**src/pmta_pkg.sv**
```systemverilog
// package for the program memory table access block
// assumes a single core clock domain and the plain register port
package pmta_pkg;

  // ----------------------------------------
  // register indices on the register port
  // ----------------------------------------
  localparam int ADDR_W = 4;
  localparam logic [3:0] OFF_NVM_CONTROL = 4'h0;
  localparam logic [3:0] OFF_NVM_UNLOCK = 4'h1;
  localparam logic [3:0] OFF_TABLE_BYTE_LATCH = 4'h2;
  localparam logic [3:0] OFF_POINTER_LOW_BYTE = 4'h3;
  localparam logic [3:0] OFF_POINTER_HIGH_BYTE = 4'h4;
  localparam logic [3:0] OFF_POINTER_UPPER_BYTE = 4'h5;
  localparam logic [3:0] OFF_PERIPHERAL_FLAGS_TWO = 4'h6;

  // ----------------------------------------
  // nvm_control fields
  // ----------------------------------------
  localparam int CTL_SPACE_SELECT = 7;
  localparam int CTL_CONFIG_SELECT = 6;
  localparam int CTL_ROW_ERASE = 4;
  localparam int CTL_WRITE_ERROR = 3;
  localparam int CTL_WRITE_PERMIT = 2;
  localparam int CTL_WRITE_START = 1;
  localparam int CTL_READ_START = 0;
  localparam int FLAGS_MEMORY_DONE = 4;

  // ----------------------------------------
  // sizes and reset values
  // ----------------------------------------
  localparam int PTR_W = 22;
  localparam int LOW_PTR_W = 21;
  localparam int HOLD_COUNT = 32;
  localparam int HOLD_IDX_W = 5;
  localparam int BLOCK_LSB = 6;
  localparam int BLOCK_W = 16;
  localparam logic [7:0] HOLD_RESET = 8'hff;
  localparam logic [7:0] UNLOCK_FIRST = 8'h55;
  localparam logic [7:0] UNLOCK_SECOND = 8'haa;
  localparam logic [7:0] BYTE_RESET = 8'h00;
  localparam logic [21:0] PTR_RESET = 22'h000000;

  // ----------------------------------------
  // timing
  // ----------------------------------------
  localparam int CLK_PERIOD_NS = 100;
  localparam int PROG_TIME_NS = 2000000;
  localparam int PROG_CYCLES = (PROG_TIME_NS + CLK_PERIOD_NS - 1) / CLK_PERIOD_NS;
  localparam int TIMER_W = 16;

  // ----------------------------------------
  // types
  // ----------------------------------------
  typedef enum logic [1:0] {
    PTR_KEEP,
    PTR_POST_INC,
    PTR_POST_DEC,
    PTR_PRE_INC
  } pmta_ptr_mode_t;

  typedef enum logic [1:0] {
    TGT_DATA_EEPROM,
    TGT_PROGRAM,
    TGT_CONFIG
  } pmta_target_t;

  typedef struct packed {
    logic valid;
    logic write;
    pmta_ptr_mode_t mode;
  } pmta_table_op_t;

  typedef struct packed {
    logic rd_en;
    logic [PTR_W-1:0] rd_addr;
    logic prog;
    logic erase;
    logic eeprom_wr;
    logic eeprom_rd;
    pmta_target_t target;
    logic [BLOCK_W-1:0] block;
  } pmta_flash_cmd_t;

endpackage

```
**src/pmta_table_access.sv**
```systemverilog
// program memory table access: byte latch, pointer, holding registers,
// nvm control register and the self-timed program/erase sequencing
// assumes the core waits while table_op_ready_o is low and stops fetching
// while fetch_stall_o is high; flash read data must be valid in the same cycle as rd_en
//
// Operation
// - table read moves exactly one byte
// - program writes whole 32-byte block only
// - erase 64-byte blocks, no bulk erase
// - fetch stalls until timer ends operation
// - all transfers pass the 8-bit latch
// - any byte address allowed, no alignment
// - table write fills holding register ptr[4:0]
// - unlock location reads zero, no storage
// - space select: one program, zero eeprom
// - configuration select overrides space select
// - row erase on next start, cleared after
// - write permit gates cycles, resets clear
// - error set on start, cleared on completion
// - error keeps both select bits unchanged; here the reset before a cut clears both to zero
// - write start set-only, hardware clears it
// - completion sets memory done flag bit 4
// - read start one cycle, blocked by selects
// - 22-bit pointer from three byte registers
// - keep, post-inc, post-dec or pre-inc pointer
// - steps change only low 21 pointer bits
// - table read uses all 22 pointer bits
// - block chosen by pointer bits 21:6
// - holding bytes reset to ffh, ffh keeps
//
// Added by the designer: the placing of the registers and the plain strobed port.
`timescale 1ns/1ps
`default_nettype none

module pmta_table_access
  import pmta_pkg::*;
#(
  parameter int PROG_CYCLES_P = PROG_CYCLES
) (
  // clock and reset
  input wire logic sys_clk_i,
  input wire logic rst_i,
  // register port
  input wire logic [ADDR_W-1:0] reg_addr_i,
  input wire logic [7:0] reg_wdata_i,
  input wire logic reg_wr_i,
  input wire logic reg_rd_i,
  output logic [7:0] reg_rdata_o,
  // table instructions from the core
  input wire pmta_table_op_t table_op_i,
  output logic table_op_ready_o,
  output logic fetch_stall_o,
  // reset controller: previous cycle was cut by a reset
  input wire logic cycle_cut_i,
  // flash array side
  output pmta_flash_cmd_t flash_cmd_o,
  input wire logic [15:0] flash_rd_data_i,
  output logic [HOLD_COUNT*8-1:0] flash_hold_data_o
);

  // ----------------------------------------
  // state
  // ----------------------------------------
  typedef enum logic [1:0] {
    ST_IDLE,
    ST_READ_WAIT,
    ST_PROG
  } pmta_state_t;

  typedef struct packed {
    pmta_state_t state;
    logic first;
    logic space_select;
    logic configuration_select;
    logic row_erase;
    logic write_error_flag;
    logic write_permit;
    logic write_start;
    logic read_start;
    logic memory_done_flag;
    logic unlock_half;
    logic unlock_armed;
    logic [7:0] table_byte_latch;
    logic [PTR_W-1:0] table_byte_pointer;
    logic rd_byte_sel;
    logic [HOLD_COUNT-1:0][7:0] hold;
    logic [TIMER_W-1:0] timer;
    logic cycle_erase;
    pmta_flash_cmd_t cmd;
    logic [7:0] rdata;
  } pmta_regs_t;

  pmta_regs_t r_reg;
  pmta_regs_t r_next;

  // ----------------------------------------
  // helpers
  // ----------------------------------------
  // the top bit is never carried into, so id/config space stays put
  function automatic logic [PTR_W-1:0] ptr_step(input logic [PTR_W-1:0] p, input logic down);
    logic [LOW_PTR_W-1:0] low;
    low = p[LOW_PTR_W-1:0];
    if (down) begin
      low = low - {{(LOW_PTR_W-1){1'b0}}, 1'b1};
    end else begin
      low = low + {{(LOW_PTR_W-1){1'b0}}, 1'b1};
    end
    return {p[PTR_W-1], low};
  endfunction

  function automatic pmta_target_t target_of(input logic ss, input logic cs);
    if (cs) begin
      return TGT_CONFIG;
    end else if (ss) begin
      return TGT_PROGRAM;
    end
    return TGT_DATA_EEPROM;
  endfunction

  function automatic logic [7:0] control_byte(input pmta_regs_t s);
    return {s.space_select, s.configuration_select, 1'b0, s.row_erase,
            s.write_error_flag, s.write_permit, s.write_start, s.read_start};
  endfunction

  logic wr_ctl;
  logic wr_unlock;
  logic [PTR_W-1:0] op_addr;
  logic prog_done;
  logic [TIMER_W-1:0] prog_len;

  assign wr_ctl = reg_wr_i && (reg_addr_i == OFF_NVM_CONTROL);
  assign wr_unlock = reg_wr_i && (reg_addr_i == OFF_NVM_UNLOCK);
  assign op_addr = (table_op_i.mode == PTR_PRE_INC) ? ptr_step(r_reg.table_byte_pointer, 1'b0)
                                                    : r_reg.table_byte_pointer;
  assign prog_len = TIMER_W'(PROG_CYCLES_P - 1);
  assign prog_done = (r_reg.state == ST_PROG) && (r_reg.timer == prog_len);

  // ----------------------------------------
  // next state
  // ----------------------------------------
  always_comb begin
    r_next = r_reg;
    r_next.cmd.rd_en = 1'b0;
    r_next.cmd.prog = 1'b0;
    r_next.cmd.erase = 1'b0;
    r_next.cmd.eeprom_wr = 1'b0;
    r_next.cmd.eeprom_rd = 1'b0;
    r_next.read_start = 1'b0;
    r_next.first = 1'b0;

    // register writes
    if (reg_wr_i && r_reg.state != ST_PROG) begin
      case (reg_addr_i)
        OFF_NVM_CONTROL: begin
          r_next.space_select = reg_wdata_i[CTL_SPACE_SELECT];
          r_next.configuration_select = reg_wdata_i[CTL_CONFIG_SELECT];
          r_next.row_erase = reg_wdata_i[CTL_ROW_ERASE];
          r_next.write_error_flag = reg_wdata_i[CTL_WRITE_ERROR];
          r_next.write_permit = reg_wdata_i[CTL_WRITE_PERMIT];
          if (reg_wdata_i[CTL_READ_START] && !reg_wdata_i[CTL_SPACE_SELECT]
              && !reg_wdata_i[CTL_CONFIG_SELECT]) begin
            r_next.read_start = 1'b1;
            r_next.cmd.eeprom_rd = 1'b1;
          end
          if (reg_wdata_i[CTL_WRITE_START]) begin
            if (reg_wdata_i[CTL_WRITE_PERMIT] && r_reg.unlock_armed) begin
              r_next.write_start = 1'b1;
              r_next.write_error_flag = 1'b1;
              r_next.state = ST_PROG;
              r_next.timer = '0;
              r_next.cmd.target = target_of(reg_wdata_i[CTL_SPACE_SELECT],
                                            reg_wdata_i[CTL_CONFIG_SELECT]);
              r_next.cmd.block = r_reg.table_byte_pointer[PTR_W-1:BLOCK_LSB];
              if (!reg_wdata_i[CTL_SPACE_SELECT] && !reg_wdata_i[CTL_CONFIG_SELECT]) begin
                r_next.cmd.eeprom_wr = 1'b1;
                r_next.cycle_erase = 1'b0;
              end else if (reg_wdata_i[CTL_ROW_ERASE]) begin
                r_next.cmd.erase = 1'b1;
                r_next.cycle_erase = 1'b1;
              end else begin
                r_next.cmd.prog = 1'b1;
                r_next.cycle_erase = 1'b0;
              end
            end else begin
              r_next.write_error_flag = 1'b1;
            end
          end
        end
        OFF_TABLE_BYTE_LATCH: begin
          r_next.table_byte_latch = reg_wdata_i;
        end
        OFF_POINTER_LOW_BYTE: begin
          r_next.table_byte_pointer[7:0] = reg_wdata_i;
        end
        OFF_POINTER_HIGH_BYTE: begin
          r_next.table_byte_pointer[15:8] = reg_wdata_i;
        end
        OFF_POINTER_UPPER_BYTE: begin
          r_next.table_byte_pointer[PTR_W-1:16] = reg_wdata_i[PTR_W-17:0];
        end
        OFF_PERIPHERAL_FLAGS_TWO: begin
          r_next.memory_done_flag = reg_wdata_i[FLAGS_MEMORY_DONE];
        end
        default: begin
        end
      endcase
    end

    // unlock sequence: 55h then aah, any other register write breaks it
    if (reg_wr_i) begin
      r_next.unlock_half = wr_unlock && (reg_wdata_i == UNLOCK_FIRST);
      r_next.unlock_armed = (wr_unlock && r_reg.unlock_half && (reg_wdata_i == UNLOCK_SECOND))
                            || (wr_unlock && r_reg.unlock_armed);
      if (wr_ctl) begin
        r_next.unlock_armed = 1'b0;
      end
    end

    // a cut cycle leaves the error showing; after the writes so the set wins
    if (r_reg.first && cycle_cut_i) begin
      r_next.write_error_flag = 1'b1;
    end

    // table instructions
    case (r_reg.state)
      ST_IDLE: begin
        if (table_op_i.valid) begin
          if (table_op_i.write) begin
            r_next.hold[op_addr[HOLD_IDX_W-1:0]] = r_reg.table_byte_latch;
          end else begin
            r_next.cmd.rd_en = 1'b1;
            r_next.cmd.rd_addr = op_addr;
            r_next.rd_byte_sel = op_addr[0];
            r_next.state = ST_READ_WAIT;
          end
          case (table_op_i.mode)
            PTR_POST_INC: r_next.table_byte_pointer = ptr_step(r_reg.table_byte_pointer, 1'b0);
            PTR_POST_DEC: r_next.table_byte_pointer = ptr_step(r_reg.table_byte_pointer, 1'b1);
            PTR_PRE_INC: r_next.table_byte_pointer = op_addr;
            default: begin
            end
          endcase
        end
      end
      ST_READ_WAIT: begin
        // one byte of the word, picked by the byte address lsb
        r_next.table_byte_latch = r_reg.rd_byte_sel ? flash_rd_data_i[15:8]
                                                    : flash_rd_data_i[7:0];
        r_next.state = ST_IDLE;
      end
      ST_PROG: begin
        r_next.timer = r_reg.timer + {{(TIMER_W-1){1'b0}}, 1'b1};
        if (prog_done) begin
          r_next.state = ST_IDLE;
          r_next.write_start = 1'b0;
          r_next.write_error_flag = 1'b0;
          r_next.memory_done_flag = 1'b1;
          if (r_reg.cycle_erase) begin
            r_next.row_erase = 1'b0;
          end else begin
            r_next.hold = {HOLD_COUNT{HOLD_RESET}};
          end
        end
      end
      default: begin
        r_next.state = ST_IDLE;
      end
    endcase

    // register reads, data one cycle later
    r_next.rdata = BYTE_RESET;
    if (reg_rd_i) begin
      case (reg_addr_i)
        OFF_NVM_CONTROL: r_next.rdata = control_byte(r_reg);
        OFF_NVM_UNLOCK: r_next.rdata = BYTE_RESET;
        OFF_TABLE_BYTE_LATCH: r_next.rdata = r_reg.table_byte_latch;
        OFF_POINTER_LOW_BYTE: r_next.rdata = r_reg.table_byte_pointer[7:0];
        OFF_POINTER_HIGH_BYTE: r_next.rdata = r_reg.table_byte_pointer[15:8];
        OFF_POINTER_UPPER_BYTE: r_next.rdata = {2'b00, r_reg.table_byte_pointer[PTR_W-1:16]};
        OFF_PERIPHERAL_FLAGS_TWO: r_next.rdata = {3'b000, r_reg.memory_done_flag, 4'h0};
        default: r_next.rdata = BYTE_RESET;
      endcase
    end
  end

  // ----------------------------------------
  // registers
  // ----------------------------------------
  always_ff @(posedge sys_clk_i or posedge rst_i) begin
    if (rst_i) begin
      r_reg <= '0;
      r_reg.state <= ST_IDLE;
      r_reg.first <= 1'b1;
      r_reg.table_byte_pointer <= PTR_RESET;
      r_reg.hold <= {HOLD_COUNT{HOLD_RESET}};
    end else begin
      r_reg <= r_next;
    end
  end

  // ----------------------------------------
  // outputs
  // ----------------------------------------
  assign reg_rdata_o = r_reg.rdata;
  assign table_op_ready_o = (r_reg.state == ST_IDLE);
  assign fetch_stall_o = (r_reg.state == ST_PROG);
  assign flash_cmd_o = r_reg.cmd;
  assign flash_hold_data_o = r_reg.hold;

endmodule

`default_nettype wire

```
**config.mk**
```make
export PLATFORM = sky130hd
export DESIGN_NAME = pmta_table_access
export DESIGN_NICKNAME = d
export VERILOG_FILES = /design/src/pmta_pkg.sv /design/src/pmta_table_access.sv
export SDC_FILE = /design/constraint.sdc
export NUM_CORES = 1
export LEC_CHECK = 0
export BUFFER_PORTS_ARGS = -buffer_cell sky130_fd_sc_hd__buf_2
export CORE_MARGIN = 5
export CORE_UTILIZATION = 60
export DETAILED_ROUTE_END_ITERATION = 7
export HOLD_SLACK_MARGIN = 0.05
export PLACE_DENSITY = 0.94
export SLEW_MARGIN = 20
export SYNTH_ARGS = -nofsm -noshare
export SYNTH_HDL_FRONTEND = slang
export SYNTH_SLANG_ARGS = --single-unit
```
**constraint.sdc**
```tcl
create_clock -name sys_clk_i -period 33.2 [get_ports sys_clk_i]
set_clock_uncertainty 0.05 [all_clocks]
set_input_delay 6.64 -clock sys_clk_i [delete_from_list [all_inputs] [get_ports sys_clk_i]]
set_output_delay 6.64 -clock sys_clk_i [all_outputs]
set_load 0.03 [all_outputs]
```
Yosys cells after proc, flatten, opt, wreduce, memory -nomap -nowiden. Index checks and enable logic that the tools add are counted.

Flip-flop bits (word level): 370. Bits in latches: 0. Bits in writable memories: 0. ROM bits: 0. Bits of input ports: 37. Output and inout bits: 311. Word-level logic and storage cells: 192. Memories kept: 0.

Add/sub/neg operators: 3. Multipliers: 0. Divide/modulo/power cells: 0. $lt $le $gt $ge: 2. Eq/ne operators: 21. Shift operators: 0. Multiplexer cells: 73. Bitwise logic cells: 1. Reductions and logical operators: 33.

Operator list (count): 2-to-1 mux 256 bit (3); case mux 256 bit (2 select lines) (1); 2-to-1 mux 279 bit (1); bitwise mux 256 bit (1); 2-to-1 mux 23 bit (4); 2-to-1 mux 17 bit (4); case mux 22 bit (3 select lines) (1); 2-to-1 mux 8 bit (7); case mux 8 bit (6 select lines) (1); 2-to-1 mux 22 bit (2); demux 8 bit (select 5 bit) (1); 2-to-1 mux 18 bit (2); 2-to-1 mux 30 bit (1); 2-to-1 mux 2 bit (13); 2-to-1 mux 1 bit (23); adder 21 x 1 -> 21 bit, second input constant (1); 2-to-1 mux 21 bit (1); subtractor 21 x 1 -> 21 bit, second input constant (1); adder 16 x 1 -> 16 bit, second input constant (1); equality test 16 x 15 -> 1 bit, second input constant (1); 2-to-1 mux 16 bit (1); logical AND 1 bit (14); nonzero test 2 bit (7); equality test 4 x 3 -> 1 bit, second input constant (3); other kinds (24) (38).

Longest topological paths before layout.
Word-level depth: 11. Mapped depth: 12. Mapped depth without buffers: 8.

Worst setup path after synthesis. Ideal clock, no wire load.

Kind: input -> register. From: input port table_op_i[0] (netlist name). To: register r_reg (netlist bit flash_hold_data_o[144]). Library setup time: 0.082 ns. Data arrival time: 9.036 ns. Required time: 33.068 ns. Path slack: 24.033 ns. Stages: 12. Buffers on the path: 4. Cell sequence: buf_2 -> nand2_2 -> clkinv_1 -> clkbuf_1 -> ha_1 -> clkbuf_2 -> inv_1 -> a211oi_4 -> or4b_1 -> clkbuf_1 -> a21oi_1 -> o21ai_1.

Word-level cells in the longest chain between the ends: 10. Elaborated cells between the ends (all ways): 11.

RTL lines: start: declaration (RTL line pmta_table_access.sv:50) `input wire pmta_table_op_t table_op_i,`; equality test 2 bit (*) (RTL line pmta_table_access.sv:133) `assign op_addr = (table_op_i.mode == PTR_PRE_INC) ? ptr_step(r_reg.table_byte_pointer, 1'b0)`; 2-to-1 mux 21 bit (*) (RTL line pmta_table_access.sv:133); < comparator 5 x 6 -> 1 bit (not written as such) or greater-or-equal comparator 5 x 1 -> 1 bit (tied branches) (RTL line pmta_table_access.sv:229) `r_next.hold[op_addr[HOLD_IDX_W-1:0]] = r_reg.table_byte_latch;`; logical AND 1 bit (not written as such) (RTL line pmta_table_access.sv:229); 2-to-1 mux 8 bit (not written as such) (RTL line pmta_table_access.sv:229); demux 8 bit (select 5 bit) (*) (RTL line pmta_table_access.sv:229); bitwise mux 256 bit (*) (RTL line pmta_table_access.sv:229); 2-to-1 mux 256 bit (*) (RTL line pmta_table_access.sv:228) `if (table_op_i.write) begin`; 2-to-1 mux 279 bit (*) (RTL line pmta_table_access.sv:227) `if (table_op_i.valid) begin`; case mux 256 bit (2 select lines) (*) (RTL line pmta_table_access.sv:225) `case (r_reg.state)`; end signal: assignment (RTL line pmta_table_access.sv:297) `r_reg <= r_next;`; end: declaration (RTL line pmta_table_access.sv:93) `pmta_regs_t r_reg;`.

Every way passes the cells marked *; elsewhere a longest branch is shown, timed or not. The select of a mux whose other input is x is not followed. A chain may end at the register's enable or synchronous reset.

Worst setup path in the final report.
From: input port table_op_i[0] (netlist name). To: register r_reg (netlist bit flash_hold_data_o[193]).

Same word-level chain as after synthesis.

==> results <==
- The flow ran to the end, and the final reports show no timing, DRC or antenna violations.
- Across the VDD grid, the largest voltage drop is 0.0000521 V.
- The pin count of the biggest net entering global routing is 143.
- The floorplan has 66 rows.
- The share of the Yosys chip area taken by registers is 48.6%.
- The classification of the worst-slack hold path is flop to flop.
- The floorplan step defined a core boundary enclosing 32,400 µm².
- The worst register-to-register path begins at r_reg[368]$_DFF_PP0_.
- The number of global-route vias before repair came to 15,200.
- Dividing the detail-routed via count by the number of cells gives about 6.5.
- The worst slew slack as a fraction of its limit is 26.0%.
- The final count of hold timing violations was 0.
- The kind of capture point of the worst setup path is a flop.
- The final-layout fill cell count is 2,481.
- The combinational share of power is 36.0%.
- The most common cell after layout, fill and taps aside is sky130_fd_sc_hd__buf_2.
- The post-DP HPWL is roughly 39,000 µm.
- The number of iterations in the first detailed-routing pass is 5.
- Leaving out fill and tap cells, the most frequent cells in the layout are 347 x sky130_fd_sc_hd__buf_2, 257 x sky130_fd_sc_hd__dfstp_2, 160 x sky130_fd_sc_hd__a21oi_1.
- Once routing completed, OpenROAD measured the worst setup slack at 23.20 ns.
- Summing internal, switching and leakage power gives 1.97 mW.
- The final setup violation count is 0.
- Input and output buffers added on the ports amount to 347.
- Tracing the worst setup path back leads to its startpoint at table_op_i[0].
- The DRC marker count from the first detailed-route iteration is ~1,900.
- For this run the aggregate overflow at the end of global routing stands at 0.
- The minimum setup slack after placement is 22.76 ns.
- The cell sitting at the root of the clock tree is a sky130_fd_sc_hd__clkbuf_16.
- Setup repair after global routing left no endpoint under its margin.
- The clock passes through at most 3 buffers.
- The area of the multi-input gates is 7180 µm².
- The area growth from synthesis to layout is 4.74%.
- The register with the most flip-flops in the layout has 256 of them.
- The number of enable-type register cells in the synthesized netlist is 0.
- In this run, CTS created clock tree buffers numbering 39.
- The category of the critical setup timing path is primary input to flop.
- The die covers 36,400 µm².
- The final total negative setup slack is 0 ns.
- For this run, design rule violations remaining after detail routing come to 0.
- Counting every instance in the synthesized netlist gives ~1,900.
- In the final routed layout, each cell accounts on average for 24.1 µm.
- Max-cap violations in this run came to 0.
- The sequential cell fraction of total power is 40.8%.
- The worst path needs 10.00 ns of the cycle, external delays included.
- The starting density of the core is 60.6%.
- The clock latency reported for the late side of the worst-skew pair is 0.53 ns.
- The synthesized netlist contains 86 unique library cells.
- STA classifies the critical path startpoint as a primary input.
- The largest stage delay on the critical path is 0.81 ns.
- The sequential cells in the finished layout cover a total of 9530 µm².
- The count of nets left with antenna violations once routing finished came out at 0.
- The clock network burns between 20 and 25% of the power.
- Timing would allow up to 100 MHz.
- The die width is roughly 190 µm.
- For this run, asynchronously set or reset flops after synthesis account for 100%.
- The mapped netlist covers 19,600 µm².
- Net switching is 42.7% of the power.
- The global placement routability congestion is 0.940.
- The net total in the final layout is 1,948.
- The vias after detailed routing is 15,500.
- The height of the chip is 191 µm.
- The final critical path takes up 30.1% of the cycle.
- The per-instance average area after synthesis is 10.1 µm².
- The number of cell instances on the worst register-to-register path is 9.
- The worst setup slack for register-to-register paths is 29.56 ns.
- The post-cts sizing count is 0.
- The count of state elements after synthesis is 368.
- The largest fanout on the critical path is 28.
- The clock drives 368 sinks.
- The most used flip-flop cell after synthesis is sky130_fd_sc_hd__dfstp_2.
- The H-tree depth is 2.
- The initial antenna violation count came to 4.
- STA puts the critical path data arrival time at 10.42 ns.
- Traced cell by cell, the critical path runs through buf_2, nand2_2, clkinv_1, ha_1, inv_1, nor3_2, nand2_1, o21ai_1, a22o_1.
- The critical path ends at flash_hold_data_o[193]$_DFFE_PP1P_.
- The wire length of the first global-routing pass is 87,600 µm.
- The post-route netlist has 38.0% of its cells at a drive strength greater than 1.
- Cell internal power was estimated by the tool at 1.13 mW.
- Buffers added to address setup during post-CTS repair amount to 0.
- The analysis attributes to net switching a power of 0.840 mW.
- At the end of the flow the core is filled with cells to 63.5%.
- For this design, the slowest cell found on the critical path is sky130_fd_sc_hd__nor3_2.
- For the pin with the worst max-slew slack, the measured transition is ~1.1 ns.
- The number of max-slew violations in the final report is 0.
- TritonCTS built the clock tree.
- The count of hold buffers inserted by post-cts repair is 0.
- The number of nets in the synthesized netlist is between 1,500 and 2,000.
- The total routing resource utilization after global routing is slightly above 30%.
- The critical register-to-register path endpoint is flash_hold_data_o[110]$_DFFE_PP1P_.
- The I/O pin total is approximately 350.
- In this run the power density over the cells is roughly 96 nW/µm².
- The static power due to leakage is 8.88 nW.
- The Yosys warning count is 0.
- After clock tree synthesis, the clock-pin slew on the worst setup and hold paths is 0.06 ns.
- The required time reported for the critical path endpoint is 33.62 ns.
- After detailed routing, the total wire length is 57,500 µm.
cell type report:
type	count	share of cell area, %
Tap cell	442	2.69
Antenna cell	3	0.0365
Multi-Input combinational cell	1124	35.0
Inverter	14	0.292
Clock inverter	13	0.792
Sequential cell	368	46.4
Timing Repair Buffer	360	9.04
Clock buffer	59	5.81
cells by family (layout without fill, tap and decap cells):
| logic type | after synthesis | after routing | share of synthesized area [%] |
|---|---|---|---|
| compound gates | 564 | 564 | 18.6 |
| xor+xnor | 33 | 33 | 1.47 |
| fa+ha+maj | 4 | 4 | 0.255 |
| buf+inv | 457 | 446 | 15.0 |
| flops | 368 | 368 | 48.6 |
| mux | 78 | 78 | 4.15 |
| other cells | 1 | 4 | 0.0191 |
| simple gates | 444 | 444 | 11.9 |
synthesized netlist by cell type, types with 9 or more instances:
| master | n | area share, % |
|---|---|---|
| sky130_fd_sc_hd__clkbuf_1 | 78 | 1.5 |
| sky130_fd_sc_hd__nor2b_1 | 9 | 0.29 |
| sky130_fd_sc_hd__a22oi_1 | 12 | 0.46 |
| sky130_fd_sc_hd__o21a_1 | 9 | 0.34 |
| sky130_fd_sc_hd__nor4_1 | 21 | 0.67 |
| sky130_fd_sc_hd__buf_1 | 10 | 0.19 |
| sky130_fd_sc_hd__nand4_1 | 25 | 0.80 |
| sky130_fd_sc_hd__nand3_1 | 68 | 1.7 |
| sky130_fd_sc_hd__a22o_1 | 92 | 4.1 |
| sky130_fd_sc_hd__nand2_1 | 128 | 2.4 |
| sky130_fd_sc_hd__a21oi_1 | 160 | 4.1 |
| sky130_fd_sc_hd__mux2_2 | 16 | 0.92 |
| sky130_fd_sc_hd__o211ai_1 | 27 | 1.0 |
| sky130_fd_sc_hd__o21ai_0 | 127 | 3.2 |
| sky130_fd_sc_hd__o21ai_1 | 47 | 1.2 |
| sky130_fd_sc_hd__and2_1 | 12 | 0.38 |
| sky130_fd_sc_hd__a221o_1 | 20 | 1.0 |
| sky130_fd_sc_hd__dfstp_2 | 257 | 34 |
| sky130_fd_sc_hd__inv_1 | 12 | 0.23 |
| sky130_fd_sc_hd__and3_1 | 29 | 0.92 |
| sky130_fd_sc_hd__mux2i_1 | 61 | 3.1 |
| sky130_fd_sc_hd__buf_2 | 40 | 1.0 |
| sky130_fd_sc_hd__nor3_1 | 15 | 0.38 |
| sky130_fd_sc_hd__nor2_1 | 76 | 1.5 |
| sky130_fd_sc_hd__dfrtp_1 | 111 | 14 |
| sky130_fd_sc_hd__a211oi_1 | 12 | 0.46 |
| sky130_fd_sc_hd__buf_4 | 313 | 12 |
| sky130_fd_sc_hd__xor2_1 | 25 | 1.1 |
critical path, delay by kind of cell:
kind | cells | cell delay [ns]
AND/OR/NAND/NOR | 3 | 1.40
buffers and inverters | 3 | 0.93
AO/OA/AOI/OAI | 2 | 0.74
adder cells (fa/ha/maj) | 1 | 0.69
power groups by stage:
stage / clock network [mW] / logic, mW / registers (mW)
floorplan: 0 / 0.695 / 0.704
global route: 0.478 / 0.752 / 0.816
finish: 0.455 / 0.709 / 0.804
CTS: 0.459 / 0.703 / 0.795
global placement: 0 / 0.675 / 0.793
detailed placement: 0 / 0.696 / 0.799
layer usage:
metal	vias up	global-route usage (%)	share of wire [%]
met5	-	0	0.0087
met4	2	16.5	6.0
li1	6600	-	-
met1	7672	39.7	37
met2	1029	47.9	46
met3	231	6.50	10
per-stage QoR:
stage          hold WS, ns  cell area (µm²)  std cells
2_1_floorplan        0.397            19600       1949
3_3_place_gp         0.405            19100       2307
3_5_place_dp         0.413            19100       2307
4_1_cts              0.430            20500       2379
5_1_grt              0.451            20500       2383
6_report             0.427            20500       2383
how the worst min path moves through the flow:
| stage | depth (start not counted) | endpoint | from |
|---|---|---|---|
| after CTS | 2 | flash_cmd_o[16]$_DFFE_PP0P_ | flash_cmd_o[16]$_DFFE_PP0P_ |
| final | 2 | flash_cmd_o[16]$_DFFE_PP0P_ | flash_cmd_o[16]$_DFFE_PP0P_ |
| after floorplan | 2 | flash_cmd_o[15]$_DFFE_PP0P_ | flash_cmd_o[15]$_DFFE_PP0P_ |
| after global routing | 2 | flash_cmd_o[9]$_DFFE_PP0P_ | flash_cmd_o[9]$_DFFE_PP0P_ |
| after global placement | 2 | flash_cmd_o[0]$_DFFE_PP0P_ | flash_cmd_o[0]$_DFFE_PP0P_ |
| after detailed placement | 2 | flash_cmd_o[9]$_DFFE_PP0P_ | flash_cmd_o[9]$_DFFE_PP0P_ |
Power figures use the tool's default switching activity.
